[src/rtl/isf_params.svh]
// constants for the interrupt source flag block: offsets, field positions, reset values
`ifndef ISF_PARAMS_SVH
`define ISF_PARAMS_SVH

// ----------------------------------------------------------------------------
// register indices (printed offsets) and apb byte addresses
// ----------------------------------------------------------------------------
`define ISF_PADDR_W 18
`define ISF_IDX_PEND_LOW 16'hfe04
`define ISF_IDX_PEND_MID 16'hfe05
`define ISF_IDX_PEND_HIGH 16'hfe06
`define ISF_IDX_SERIAL_CTRL 16'hfe08
`define ISF_ADDR_PEND_LOW ({`ISF_IDX_PEND_LOW, 2'b00})
`define ISF_ADDR_PEND_MID ({`ISF_IDX_PEND_MID, 2'b00})
`define ISF_ADDR_PEND_HIGH ({`ISF_IDX_PEND_HIGH, 2'b00})
`define ISF_ADDR_SERIAL_CTRL ({`ISF_IDX_SERIAL_CTRL, 2'b00})

// ----------------------------------------------------------------------------
// serial error control register fields
// ----------------------------------------------------------------------------
`define ISF_CTRL_FE_IE 0
`define ISF_CTRL_PE_IE 1
`define ISF_CTRL_FE_FLAG 2
`define ISF_CTRL_PE_FLAG 3
`define ISF_CTRL_IE_RESET 2'b00

// ----------------------------------------------------------------------------
// pending flag numbering (flag n sits at vector bit n)
// ----------------------------------------------------------------------------
`define ISF_PF_EXT_ONE 1
`define ISF_PF_CLOCK_GEN 2
`define ISF_PF_DMA 3
`define ISF_PF_TIMER_CH0 4
`define ISF_PF_TIMER_OVF 8
`define ISF_PF_SPI_RX 9
`define ISF_PF_SPI_TX 10
`define ISF_PF_SERIAL_ERR 11
`define ISF_PF_SERIAL_RX 12
`define ISF_PF_SERIAL_TX 13
`define ISF_PF_EXT_TWO 14
`define ISF_PF_KEYPAD 15
`define ISF_PEND_RESET 15'h0000
`define ISF_LOW_ZERO_BITS 2'b00
`define ISF_HIGH_ZERO_BITS 7'h00
`define ISF_PIN_IDLE 1'b1

`endif

[src/rtl/isf_pkg.sv]
// types shared by the interrupt source flag block
package isf_pkg;

   // ----------------------------------------------------------------------------
   // register select decoded from the apb address
   // ----------------------------------------------------------------------------
   typedef enum logic [2:0] {
      ISF_SEL_NONE = 3'b000,
      ISF_SEL_LOW = 3'b001,
      ISF_SEL_MID = 3'b010,
      ISF_SEL_HIGH = 3'b011,
      ISF_SEL_CTRL = 3'b100
   } isf_sel_t;

   // pending flags 15..1, bit 0 unused so that flag n is bit n
   typedef logic [15:1] isf_pend_t;

endpackage : isf_pkg

[src/rtl/isf_pin_latch.sv]
// synchronises active-low request pins and latches any low level until acknowledged
`timescale 1ns/1ps
`include "isf_params.svh"

module isf_pin_latch #(
   parameter int WIDTH = 1
) (
   // clock and reset
   input wire logic clk,
   input wire logic reset_n,
   // pins, active low, asynchronous
   input wire logic [WIDTH-1:0] pins_n,
   // service acknowledge from the cpu side
   input wire logic ack,
   // latched request
   output logic request
);

   // ----------------------------------------------------------------------------
   // two-stage synchroniser
   // ----------------------------------------------------------------------------
   logic [WIDTH-1:0] syncFirst;
   logic [WIDTH-1:0] syncSecond;
   wire anyLow = ~(&syncSecond);
   wire next_request = anyLow | (request & ~ack);

   // reset to the idle level so that release cannot fake a request
   always_ff @(posedge clk or negedge reset_n) begin
      if (!reset_n) begin
         syncFirst <= {WIDTH{`ISF_PIN_IDLE}};
         syncSecond <= {WIDTH{`ISF_PIN_IDLE}};
      end else begin
         syncFirst <= pins_n;
         syncSecond <= syncFirst;
      end
   end

   // ----------------------------------------------------------------------------
   // request latch: a low level in the ack cycle wins over the ack
   // ----------------------------------------------------------------------------
   always_ff @(posedge clk or negedge reset_n) begin
      if (!reset_n) begin
         request <= 1'b0;
      end else begin
         request <= next_request;
      end
   end

endmodule : isf_pin_latch

[src/rtl/isf_serial_err.sv]
// serial receiver framing and parity error flags and the gated serial error request
`timescale 1ns/1ps
`include "isf_params.svh"

module isf_serial_err (
   // clock and reset
   input wire logic clk,
   input wire logic reset_n,
   // receiver samples
   input wire logic stopBitStrobe,
   input wire logic stopBitLevel,
   input wire logic parityStrobe,
   input wire logic parityFail,
   // enables and clears
   input wire logic framingErrorIrqEnable,
   input wire logic parityErrorIrqEnable,
   input wire logic framingClear,
   input wire logic parityClear,
   // other serial error sources, already gated by their own enables
   input wire logic otherErrReq,
   // flags and request
   output logic framingErrorFlag,
   output logic parityErrorFlag,
   output logic serialErrReq
);

   // ----------------------------------------------------------------------------
   // flags: set wins over a clear in the same cycle
   // ----------------------------------------------------------------------------
   // low stop bit
   wire framingSet = stopBitStrobe & ~stopBitLevel;
   wire paritySet = parityStrobe & parityFail;
   wire next_framing = framingSet | (framingErrorFlag & ~framingClear);
   wire next_parity = paritySet | (parityErrorFlag & ~parityClear);
   wire framingReq = framingErrorFlag & framingErrorIrqEnable;
   wire parityReq = parityErrorFlag & parityErrorIrqEnable;
   wire next_errReq = framingReq | parityReq | otherErrReq;

   always_ff @(posedge clk or negedge reset_n) begin
      if (!reset_n) begin
         framingErrorFlag <= 1'b0;
         parityErrorFlag <= 1'b0;
      end else begin
         framingErrorFlag <= next_framing;
         parityErrorFlag <= next_parity;
      end
   end

   // combinational so the pending flag follows the flag by exactly one register
   assign serialErrReq = next_errReq;

endmodule : isf_serial_err

[src/rtl/isf_top.sv]
// interrupt source flags: pending flag collection, status bytes over apb, cpu requests
//
// The implementer's own choice: the APB register port.
`timescale 1ns/1ps
`include "isf_params.svh"

module isf_top (
   // clock and reset
   input wire logic clk,
   input wire logic reset_n,
   // apb slave
   input wire logic psel,
   input wire logic penable,
   input wire logic pwrite,
   input wire logic [`ISF_PADDR_W-1:0] paddr,
   input wire logic [31:0] pwdata,
   input wire logic [3:0] pstrb,
   output logic [31:0] prdata,
   output logic pready,
   output logic pslverr,
   // on-chip peripheral requests, already gated by their own enables
   input wire logic clockGenReq,
   input wire logic dmaReq,
   input wire logic [3:0] timerChanReq,
   input wire logic timerOvfReq,
   input wire logic spiRxReq,
   input wire logic spiTxReq,
   input wire logic serialOtherErrReq,
   input wire logic serialRxReq,
   input wire logic serialTxReq,
   // serial receiver samples
   input wire logic stopBitStrobe,
   input wire logic stopBitLevel,
   input wire logic parityStrobe,
   input wire logic parityFail,
   // external pins, active low
   input wire logic extPinOne_n,
   input wire logic extPinTwo_n,
   input wire logic [7:0] keypadPins_n,
   // pin request acknowledges from the cpu
   input wire logic extOneAck,
   input wire logic extTwoAck,
   input wire logic keypadAck,
   // cpu side
   input wire logic globalMask,
   input wire logic softwareInterruptInstr,
   output logic cpuIrq,
   output logic cpuSwi,
   output isf_pkg::isf_pend_t pendFlags
);

   // ----------------------------------------------------------------------------
   // pin request latches
   // ----------------------------------------------------------------------------
   logic extOneReq;
   logic extTwoReq;
   logic keypadReq;

   isf_pin_latch #(.WIDTH(1)) uExtOne (
      .clk(clk),
      .reset_n(reset_n),
      .pins_n(extPinOne_n),
      .ack(extOneAck),
      .request(extOneReq)
   );

   isf_pin_latch #(.WIDTH(1)) uExtTwo (
      .clk(clk),
      .reset_n(reset_n),
      .pins_n(extPinTwo_n),
      .ack(extTwoAck),
      .request(extTwoReq)
   );

   isf_pin_latch #(.WIDTH(8)) uKeypad (
      .clk(clk),
      .reset_n(reset_n),
      .pins_n(keypadPins_n),
      .ack(keypadAck),
      .request(keypadReq)
   );

   // ----------------------------------------------------------------------------
   // apb decode
   // ----------------------------------------------------------------------------
   logic [1:0] serialIrqEnable;
   logic framingErrorFlag;
   logic parityErrorFlag;
   logic serialErrReq;

   wire setupPhase = psel & ~penable;
   wire accessPhase = psel & penable;
   wire hitLow = (paddr == `ISF_ADDR_PEND_LOW);
   wire hitMid = (paddr == `ISF_ADDR_PEND_MID);
   wire hitHigh = (paddr == `ISF_ADDR_PEND_HIGH);
   wire hitCtrl = (paddr == `ISF_ADDR_SERIAL_CTRL);
   wire isf_pkg::isf_sel_t sel = hitLow ? isf_pkg::ISF_SEL_LOW :
                                 hitMid ? isf_pkg::ISF_SEL_MID :
                                 hitHigh ? isf_pkg::ISF_SEL_HIGH :
                                 hitCtrl ? isf_pkg::ISF_SEL_CTRL : isf_pkg::ISF_SEL_NONE;
   wire unmapped = (sel == isf_pkg::ISF_SEL_NONE);
   // only the control word is writable; status writes fall through
   wire ctrlWrite = accessPhase & pwrite & (sel == isf_pkg::ISF_SEL_CTRL) & pstrb[0];
   wire framingClear = ctrlWrite & pwdata[`ISF_CTRL_FE_FLAG];
   wire parityClear = ctrlWrite & pwdata[`ISF_CTRL_PE_FLAG];
   wire [1:0] next_serialIrqEnable = ctrlWrite ? pwdata[`ISF_CTRL_PE_IE:`ISF_CTRL_FE_IE] : serialIrqEnable;

   // ----------------------------------------------------------------------------
   // serial error flags
   // ----------------------------------------------------------------------------
   isf_serial_err uSerialErr (
      .clk(clk),
      .reset_n(reset_n),
      .stopBitStrobe(stopBitStrobe),
      .stopBitLevel(stopBitLevel),
      .parityStrobe(parityStrobe),
      .parityFail(parityFail),
      .framingErrorIrqEnable(serialIrqEnable[`ISF_CTRL_FE_IE]),
      .parityErrorIrqEnable(serialIrqEnable[`ISF_CTRL_PE_IE]),
      .framingClear(framingClear),
      .parityClear(parityClear),
      .otherErrReq(serialOtherErrReq),
      .framingErrorFlag(framingErrorFlag),
      .parityErrorFlag(parityErrorFlag),
      .serialErrReq(serialErrReq)
   );

   // ----------------------------------------------------------------------------
   // pending flag vector
   // ----------------------------------------------------------------------------
   // source order, flag n at bit n
   wire isf_pkg::isf_pend_t next_pend = {
      keypadReq,
      extTwoReq,
      serialTxReq,
      serialRxReq,
      serialErrReq,
      spiTxReq,
      spiRxReq,
      timerOvfReq,
      timerChanReq[3],
      timerChanReq[2],
      timerChanReq[1],
      timerChanReq[0],
      dmaReq,
      clockGenReq,
      extOneReq
   };

   always_ff @(posedge clk or negedge reset_n) begin
      if (!reset_n) begin
         pendFlags <= `ISF_PEND_RESET;
      end else begin
         pendFlags <= next_pend;
      end
   end

   // ----------------------------------------------------------------------------
   // status bytes and read data
   // ----------------------------------------------------------------------------
   // flags 6..1 in bits 7..2
   wire [7:0] lowByte = {pendFlags[6:1], `ISF_LOW_ZERO_BITS};
   wire [7:0] midByte = pendFlags[14:7];
   // flag 15 in bit 0, rest zero
   wire [7:0] highByte = {`ISF_HIGH_ZERO_BITS, pendFlags[15]};
   wire [7:0] ctrlByte = {4'h0, parityErrorFlag, framingErrorFlag, serialIrqEnable};
   wire [7:0] selByte = (sel == isf_pkg::ISF_SEL_LOW) ? lowByte :
                        (sel == isf_pkg::ISF_SEL_MID) ? midByte :
                        (sel == isf_pkg::ISF_SEL_HIGH) ? highByte :
                        (sel == isf_pkg::ISF_SEL_CTRL) ? ctrlByte : 8'h00;
   wire [31:0] next_prdata = setupPhase ? {24'h000000, selByte} : prdata;
   wire next_pslverr = setupPhase ? unmapped : pslverr;

   // read data is captured in the setup cycle so the zero-wait access sees a stable word
   always_ff @(posedge clk or negedge reset_n) begin
      if (!reset_n) begin
         prdata <= 32'h00000000;
         pslverr <= 1'b0;
         serialIrqEnable <= `ISF_CTRL_IE_RESET;
      end else begin
         prdata <= next_prdata;
         pslverr <= next_pslverr;
         serialIrqEnable <= next_serialIrqEnable;
      end
   end

   assign pready = 1'b1;

   // ----------------------------------------------------------------------------
   // cpu request outputs
   // ----------------------------------------------------------------------------
   // mask blocks maskable sources, never the software interrupt
   wire next_cpuIrq = (|pendFlags) & ~globalMask;

   always_ff @(posedge clk or negedge reset_n) begin
      if (!reset_n) begin
         cpuIrq <= 1'b0;
         cpuSwi <= 1'b0;
      end else begin
         cpuIrq <= next_cpuIrq;
         cpuSwi <= softwareInterruptInstr;
      end
   end

endmodule : isf_top

[config.mk]
export PLATFORM = sky130hd
export DESIGN_NAME = isf_top
export DESIGN_NICKNAME = d
export VERILOG_FILES = /design/src/rtl/isf_pkg.sv /design/src/rtl/isf_pin_latch.sv /design/src/rtl/isf_serial_err.sv /design/src/rtl/isf_top.sv
export VERILOG_INCLUDE_DIRS = /design/src /design/src/rtl
export SDC_FILE = /design/constraint.sdc
export NUM_CORES = 1
export LEC_CHECK = 0
export BUFFER_PORTS_ARGS = -buffer_cell sky130_fd_sc_hd__buf_2
export CAP_MARGIN = 5
export CORE_ASPECT_RATIO = 1.1
export CORE_MARGIN = 3
export CORE_UTILIZATION = 44
export DETAILED_ROUTE_END_ITERATION = 7
export PLACE_DENSITY = 0.82
export SETUP_SLACK_MARGIN = 0.3
export SLEW_MARGIN = 5
export SYNTH_ARGS = -nofsm -noshare
export SYNTH_HDL_FRONTEND = slang
export SYNTH_SLANG_ARGS = --single-unit
export TNS_END_PERCENT = 10
[constraint.sdc]
create_clock -name clk -period 2.15 [get_ports clk]
set_input_delay 0.43 -clock clk [delete_from_list [all_inputs] [get_ports clk]]
set_output_delay 0.43 -clock clk [all_outputs]
set_load 0.02 [all_outputs]
After elaboration in Yosys (flattened, before gate mapping)
Index checks and enable logic that the tools add are counted.

storage, ports and cells
  bits in registers = 53
  bits in latches = 0
  bits in writable memories = 0
  ROM bits = 0
  bits of input ports = 90
  output and inout bits = 51
  word-level logic and storage cells = 71
  memories = 0

cells by class
  add/subtract/negate cells = 0
  multipliers = 0
  divide/modulo/power cells = 0
  order comparisons = 0
  eq/ne operators = 8
  shift-type cells = 0
  mux-type cells = 8
  bitwise operators = 35
  reduce and logical (&&, ||, !) cells = 3

operators by type and width
  operator                                              number
  equality test 18 bit (second input constant)          4
  bitwise AND 1 bit                                     17
  two-way mux 8 bit                                     2
  OR reduction 15 bit                                   1
  two-way mux 3 bit                                     4
  inverter 1 bit                                        11
  two-way mux 4 bit                                     2
  AND reduction 8 bit                                   1
  OR 1 bit                                              7
  equality test 3 x 2 -> 1 bit (second input constant)  2
  equality test 3 x 1 -> 1 bit (second input constant)  1
  equality test 3 bit (second input constant)           1
  logical NOT 3 bit                                     1

Depth between registers and ports, before layout
  word-level depth = 12
  mapped depth = 5
  mapped depth without buffers = 5

Modules after synthesis
From an unflattened synthesis, not the netlist that was laid out.

unflattened totals
  cells, all modules = 163
  area, all modules = 2128.3 µm²

by module, submodules not included
  module                       times used  cells each  area each (µm²)  sequential area each (µm²)
  isf_top                      1           123         1391.3           700.7
  isf_pin_latch (uKeypad)      1           21          470.5            445.4
  isf_pin_latch (uExtOne ...)  2           5           90.1             77.6
  isf_serial_err               1           9           86.3             50.0

Least setup slack after synthesis
OpenSTA, ideal clock, no wires.

  path type = input-to-reg
  start point = in paddr[9]
  end point = reg serialIrqEnable[0]
  library setup time = 0.125 ns
  data arrival time = 1.567 ns
  required time = 2.025 ns
  path slack = 0.459 ns
  stages = 4
  buffers on the path = 0
  cells stage by stage = nor4b_4 -> nand4_4 -> nor3_4 -> mux2_2

between the ends
  longest elaborated chain between the ends = 8
  elaborated cells on any way between the ends = 11
  classes of those cells = eq/ne: 5; mux: 4; bitwise: 2

ends and longest elaborated chain
  item                                   RTL line        text
  start, declared                        isf_top.sv:15   input wire logic [`ISF_PADDR_W-1:0] paddr,
  equality test 18 bit (no source line)  --
  two-way mux 3 bit                      isf_top.sv:100  hitCtrl ? isf_pkg::ISF_SEL_CTRL : isf_pkg::ISF_SEL_NONE;
  two-way mux 3 bit                      isf_top.sv:99   hitHigh ? isf_pkg::ISF_SEL_HIGH :
  two-way mux 3 bit                      isf_top.sv:98   hitMid ? isf_pkg::ISF_SEL_MID :
  two-way mux 3 bit (*)                  isf_top.sv:97   wire isf_pkg::isf_sel_t sel = hitLow ? isf_pkg::ISF_SEL_LOW :
  equality test 3 bit (*)                isf_top.sv:103  wire ctrlWrite = accessPhase & pwrite & (sel == isf_pkg::ISF_SEL_CTRL) & pstrb[0];
  bitwise AND 1 bit (*) (2 in series)    isf_top.sv:103
  end signal, assigned                   isf_top.sv:179  serialIrqEnable <= `ISF_CTRL_IE_RESET;
  end signal, assigned                   isf_top.sv:183  serialIrqEnable <= next_serialIrqEnable;
  end, declared                          isf_top.sv:86   logic [1:0] serialIrqEnable;

Mark *: on every way between the ends. The rest lies on a longest branch, timed or not.
A chain may end at the register's enable or synchronous reset.

Final worst setup path
Same ends and word-level chain as after synthesis.

==> flow_metrics.py <==
metrics = {
    "power_and_ir_drop": {
        "pwr-share-clk_pct": 30.7,
        "p_switching_mw": 0.4634,
        "total_power_mw": 1.891,
        "p_int_mw": 1.427,
        "p_sw_share_pct": 24.51,
        "power_density_nw_per_um2": 730.7,
        "combPwrFrac_pct": 11.9,
        "p_leak_nw": 1.267,
        "pwr-share-seq_pct": 57.3,
        "vdd_drop_max_uv": 473.2,
    },
    "grt": {
        "grt_overflow": 0,
        "antenna_found_initial": 0,
        "grt_pass1_wl_um": 6589,
        "grt_max_degree": 54,
        "grt_pass1_vias": 1428,
        "gr-usage-all-layers_pct": 15.10,
    },
    "layout": {
        "nNetsFinal": 343,
        "multi_input_area_um2": 613.1,
        "finalNonFillerCells": 308,
        "drive_gt1_share_pct": 48.43,
        "nFillCells": 387,
        "area_growth_pct": 23.91,
        "final_area_um2": 2587,
        "register_area_um2": 1351,
        "n_antenna_cell": 0,
    },
    "setup_path": {
        "critPathSlowestCell": "mux2_2",
        "crit_required_ps": 2330,
        "cp_max_fo": 8,
        "arrival_ps": 1850,
        "critPathBufInv": 1,
        "critical_path_class": "input pin to register",
        "worstPathCellList": "buf_2 > nor4b_4 > nand4_4 > nor3_4 > mux2_2",
        "critPathMaxStageDelay_ps": 370,
        "worstSetupStartpoint": "paddr[9]",
        "cpLargestDelayFamily": "simple AND/OR/NAND/NOR gates",
        "endpoint_kind": "register",
        "r2r-start": "pendFlags[14]",
        "startpoint_type": "input pin",
    },
    "clocking": {
        "path_clk_slew_ps": 90,
        "h-tree-depth": 2,
        "cts_setup_buffers": 0,
        "cts_made_buffers": 5,
        "hold_buffers": 0,
        "cts_tree": "done",
        "clkSinkCount": 53,
        "clock-root-buffer": "clkbuf_8",
        "cts_resized": 0,
        "cts_buffer_depth": 2,
        "worstSkewPairLatency_ps": 290,
    },
    "routing": {
        "routed_via_density": 4.763,
        "wire_per_inst_um": 13.42,
        "via_count": 1467,
        "dr.pass1.iters": 4,
        "first_iter_violations": 92,
        "wl_um": 4132,
        "antenna_left": 0,
        "drc": 0,
    },
    "floorplanning": {
        "initial_core_util_pct": 47.01,
        "die_height_um": 78.26,
        "fp-row-count": 25,
        "core_area_um2": 4442,
        "io_pins": 141,
        "die_area_um2": 5610,
        "die_w_um": 71.69,
    },
    "timing": {
        "grt_setup_unrepaired": "false",
        "fin_crit_sh_pct": 77.38,
        "finalCriticalPeriod_ps": 1664,
        "fin_tns_setup_ps": 0,
        "max_freq_mhz": 601.1,
        "slew_viol_final": 0,
        "tightestPinTransition_ps": 671.5,
        "skew_ps": 5.635,
        "final-hold-violation-count": 0,
        "setup_viol": 0,
        "slew_headroom_pct": 54.60,
    },
    "worst_hold_path": {
        "hold_start": "keypadPins_n[4]",
        "hold_path.class": "input pin to register",
    },
    "place": {
        "io_buffers": 84,
        "postPlaceCellArea_um2": 2486,
        "dpl.hpwl_um": 3339,
        "dp.cells": 300,
        "gp_congestion": 0.8468,
    },
    "synthesis": {
        "synth_ff_type": "dfrtp_1",
        "synth.avg_cell_area_um2": 12.81,
        "yosysMostFrequentCell": "dfrtp_1",
        "yosys_warnings": 0,
        "synthCells": 163,
        "yosysSeqAreaShare_pct": 64.71,
        "synth_cell_types": 34,
        "synth-seq-cells": 53,
        "netlist.top_cell.by_area": "dfrtp_1",
        "yosys-top-cells-count": "33 x dfrtp_1, 25 x buf_4, 20 x dfstp_2",
        "synth-async-reset-ratio_pct": 100.0,
        "synth_area_leaders": "dfrtp_1 40%, dfstp_2 25%, buf_4 9.0%, nand2_1 2.3%, nor2_1 2.0%",
        "synth_edf_count": 0,
        "yosysTopAreaCellShare_pct": 39.54,
        "netlist_area_um2": 2088,
    },
    "run": {
        "drv_cap": 0,
    },
    "run_status": {
        "status": "finished, final reports clean",
    },
}
-- cells in the final DEF, fill, tap and decap left out --
master	count
a211o_1	1
a21oi_1	6
a21oi_2	1
a221o_1	1
a221oi_1	4
a22o_1	2
a22oi_1	1
a41oi_1	1
and2_1	1
and4_1	1
buf_2	84
buf_4	2
clkbuf_8	7
clkinv_2	1
conb_1	25
dfrtp_1	33
dfstp_2	20
inv_1	5
mux2_2	2
nand2_1	13
nand2b_1	2
nand3_1	2
nand4_1	3
nand4_4	1
nor2_1	11
nor2b_1	3
nor3_1	4
nor3_4	2
nor4_1	3
nor4_4	1
nor4b_1	1
nor4b_4	1
o21ai_0	6
o31ai_1	1
o31ai_2	1
o41ai_1	1
-- area by class of cell --
cell class	count	share of cell area [%]
Multi-Input combinational cell	102	23.69
Timing Repair Buffer	86	16.83
Tap cell	54	2.611
Clock inverter	1	0.1934
Inverter	5	0.7253
Sequential cell	53	52.22
Clock buffer	7	3.723
-- layer usage --
layer / global-route usage [%] / wire [µm]
met2: 25.92 / 2228
met5: 0 / 0
met3: 5.250 / 392
met1: 17.70 / 1468
met4: 4.511 / 42
-- registers in the layout, indices dropped and copies added, names as in the netlist, 2 cells and up --
register and flops:
uKeypad.syncSecond 8, prdata 8, uKeypad.syncFirst 8, serialIrqEnable 2, pendFlags 15
-- worst paths after layout --
check / to / slack (ps) / cells past startpoint
setup / recovery: serialIrqEnable[0] / 490 / 5
hold / removal: uKeypad.syncFirst[4] / 230 / 1
setup reg to reg: prdata[0] / 960 / 4
hold reg to reg: uKeypad.syncSecond[6] / 360 / 0
max in group asynchronous: uKeypad.request / 1490 / 2
min in group asynchronous: pslverr / 240 / 2
-- metrics by stage --
step	worst slack [ps]	utilization, %	hold WS (ps)
6_report	486.4	58.25	226.1
5_1_grt	402.7	58.25	203.0
4_1_cts	496.3	58.25	211.9
3_5_place_dp	172.6	55.97	346.8
3_3_place_gp	214.5	55.97	345.3
2_1_floorplan	458.6	-	134.4
-- worst reg2reg max path, stage by stage, from the launching register on --
cell,delay [ps]
dfrtp_1,410
nand3_1,80
o21ai_0,90
a22oi_1,120
o41ai_1,380
-- power groups by stage --
stage          Clock [mW]  Sequential, mW  Combinational, mW
5_1_grt             0.643            1.09              0.248
4_1_cts             0.606            1.09              0.228
2_1_floorplan           0            1.13              0.113
3_5_place_dp            0            1.10              0.227
3_3_place_gp            0            1.10              0.221
6_report            0.581            1.08              0.226
-- logic make-up (layout without fill, tap and decap cells) --
logic type,count (synthesis),count (layout),synth area share (%)
other,2,25,0.3596
DFF,53,53,64.71
buffers and inverters,31,99,10.07
AOI/OAI and AO/OA,26,26,8.868
and+or+nand+nor,49,49,14.92
muxes,2,2,1.078
(Power assumes the default switching activity.)
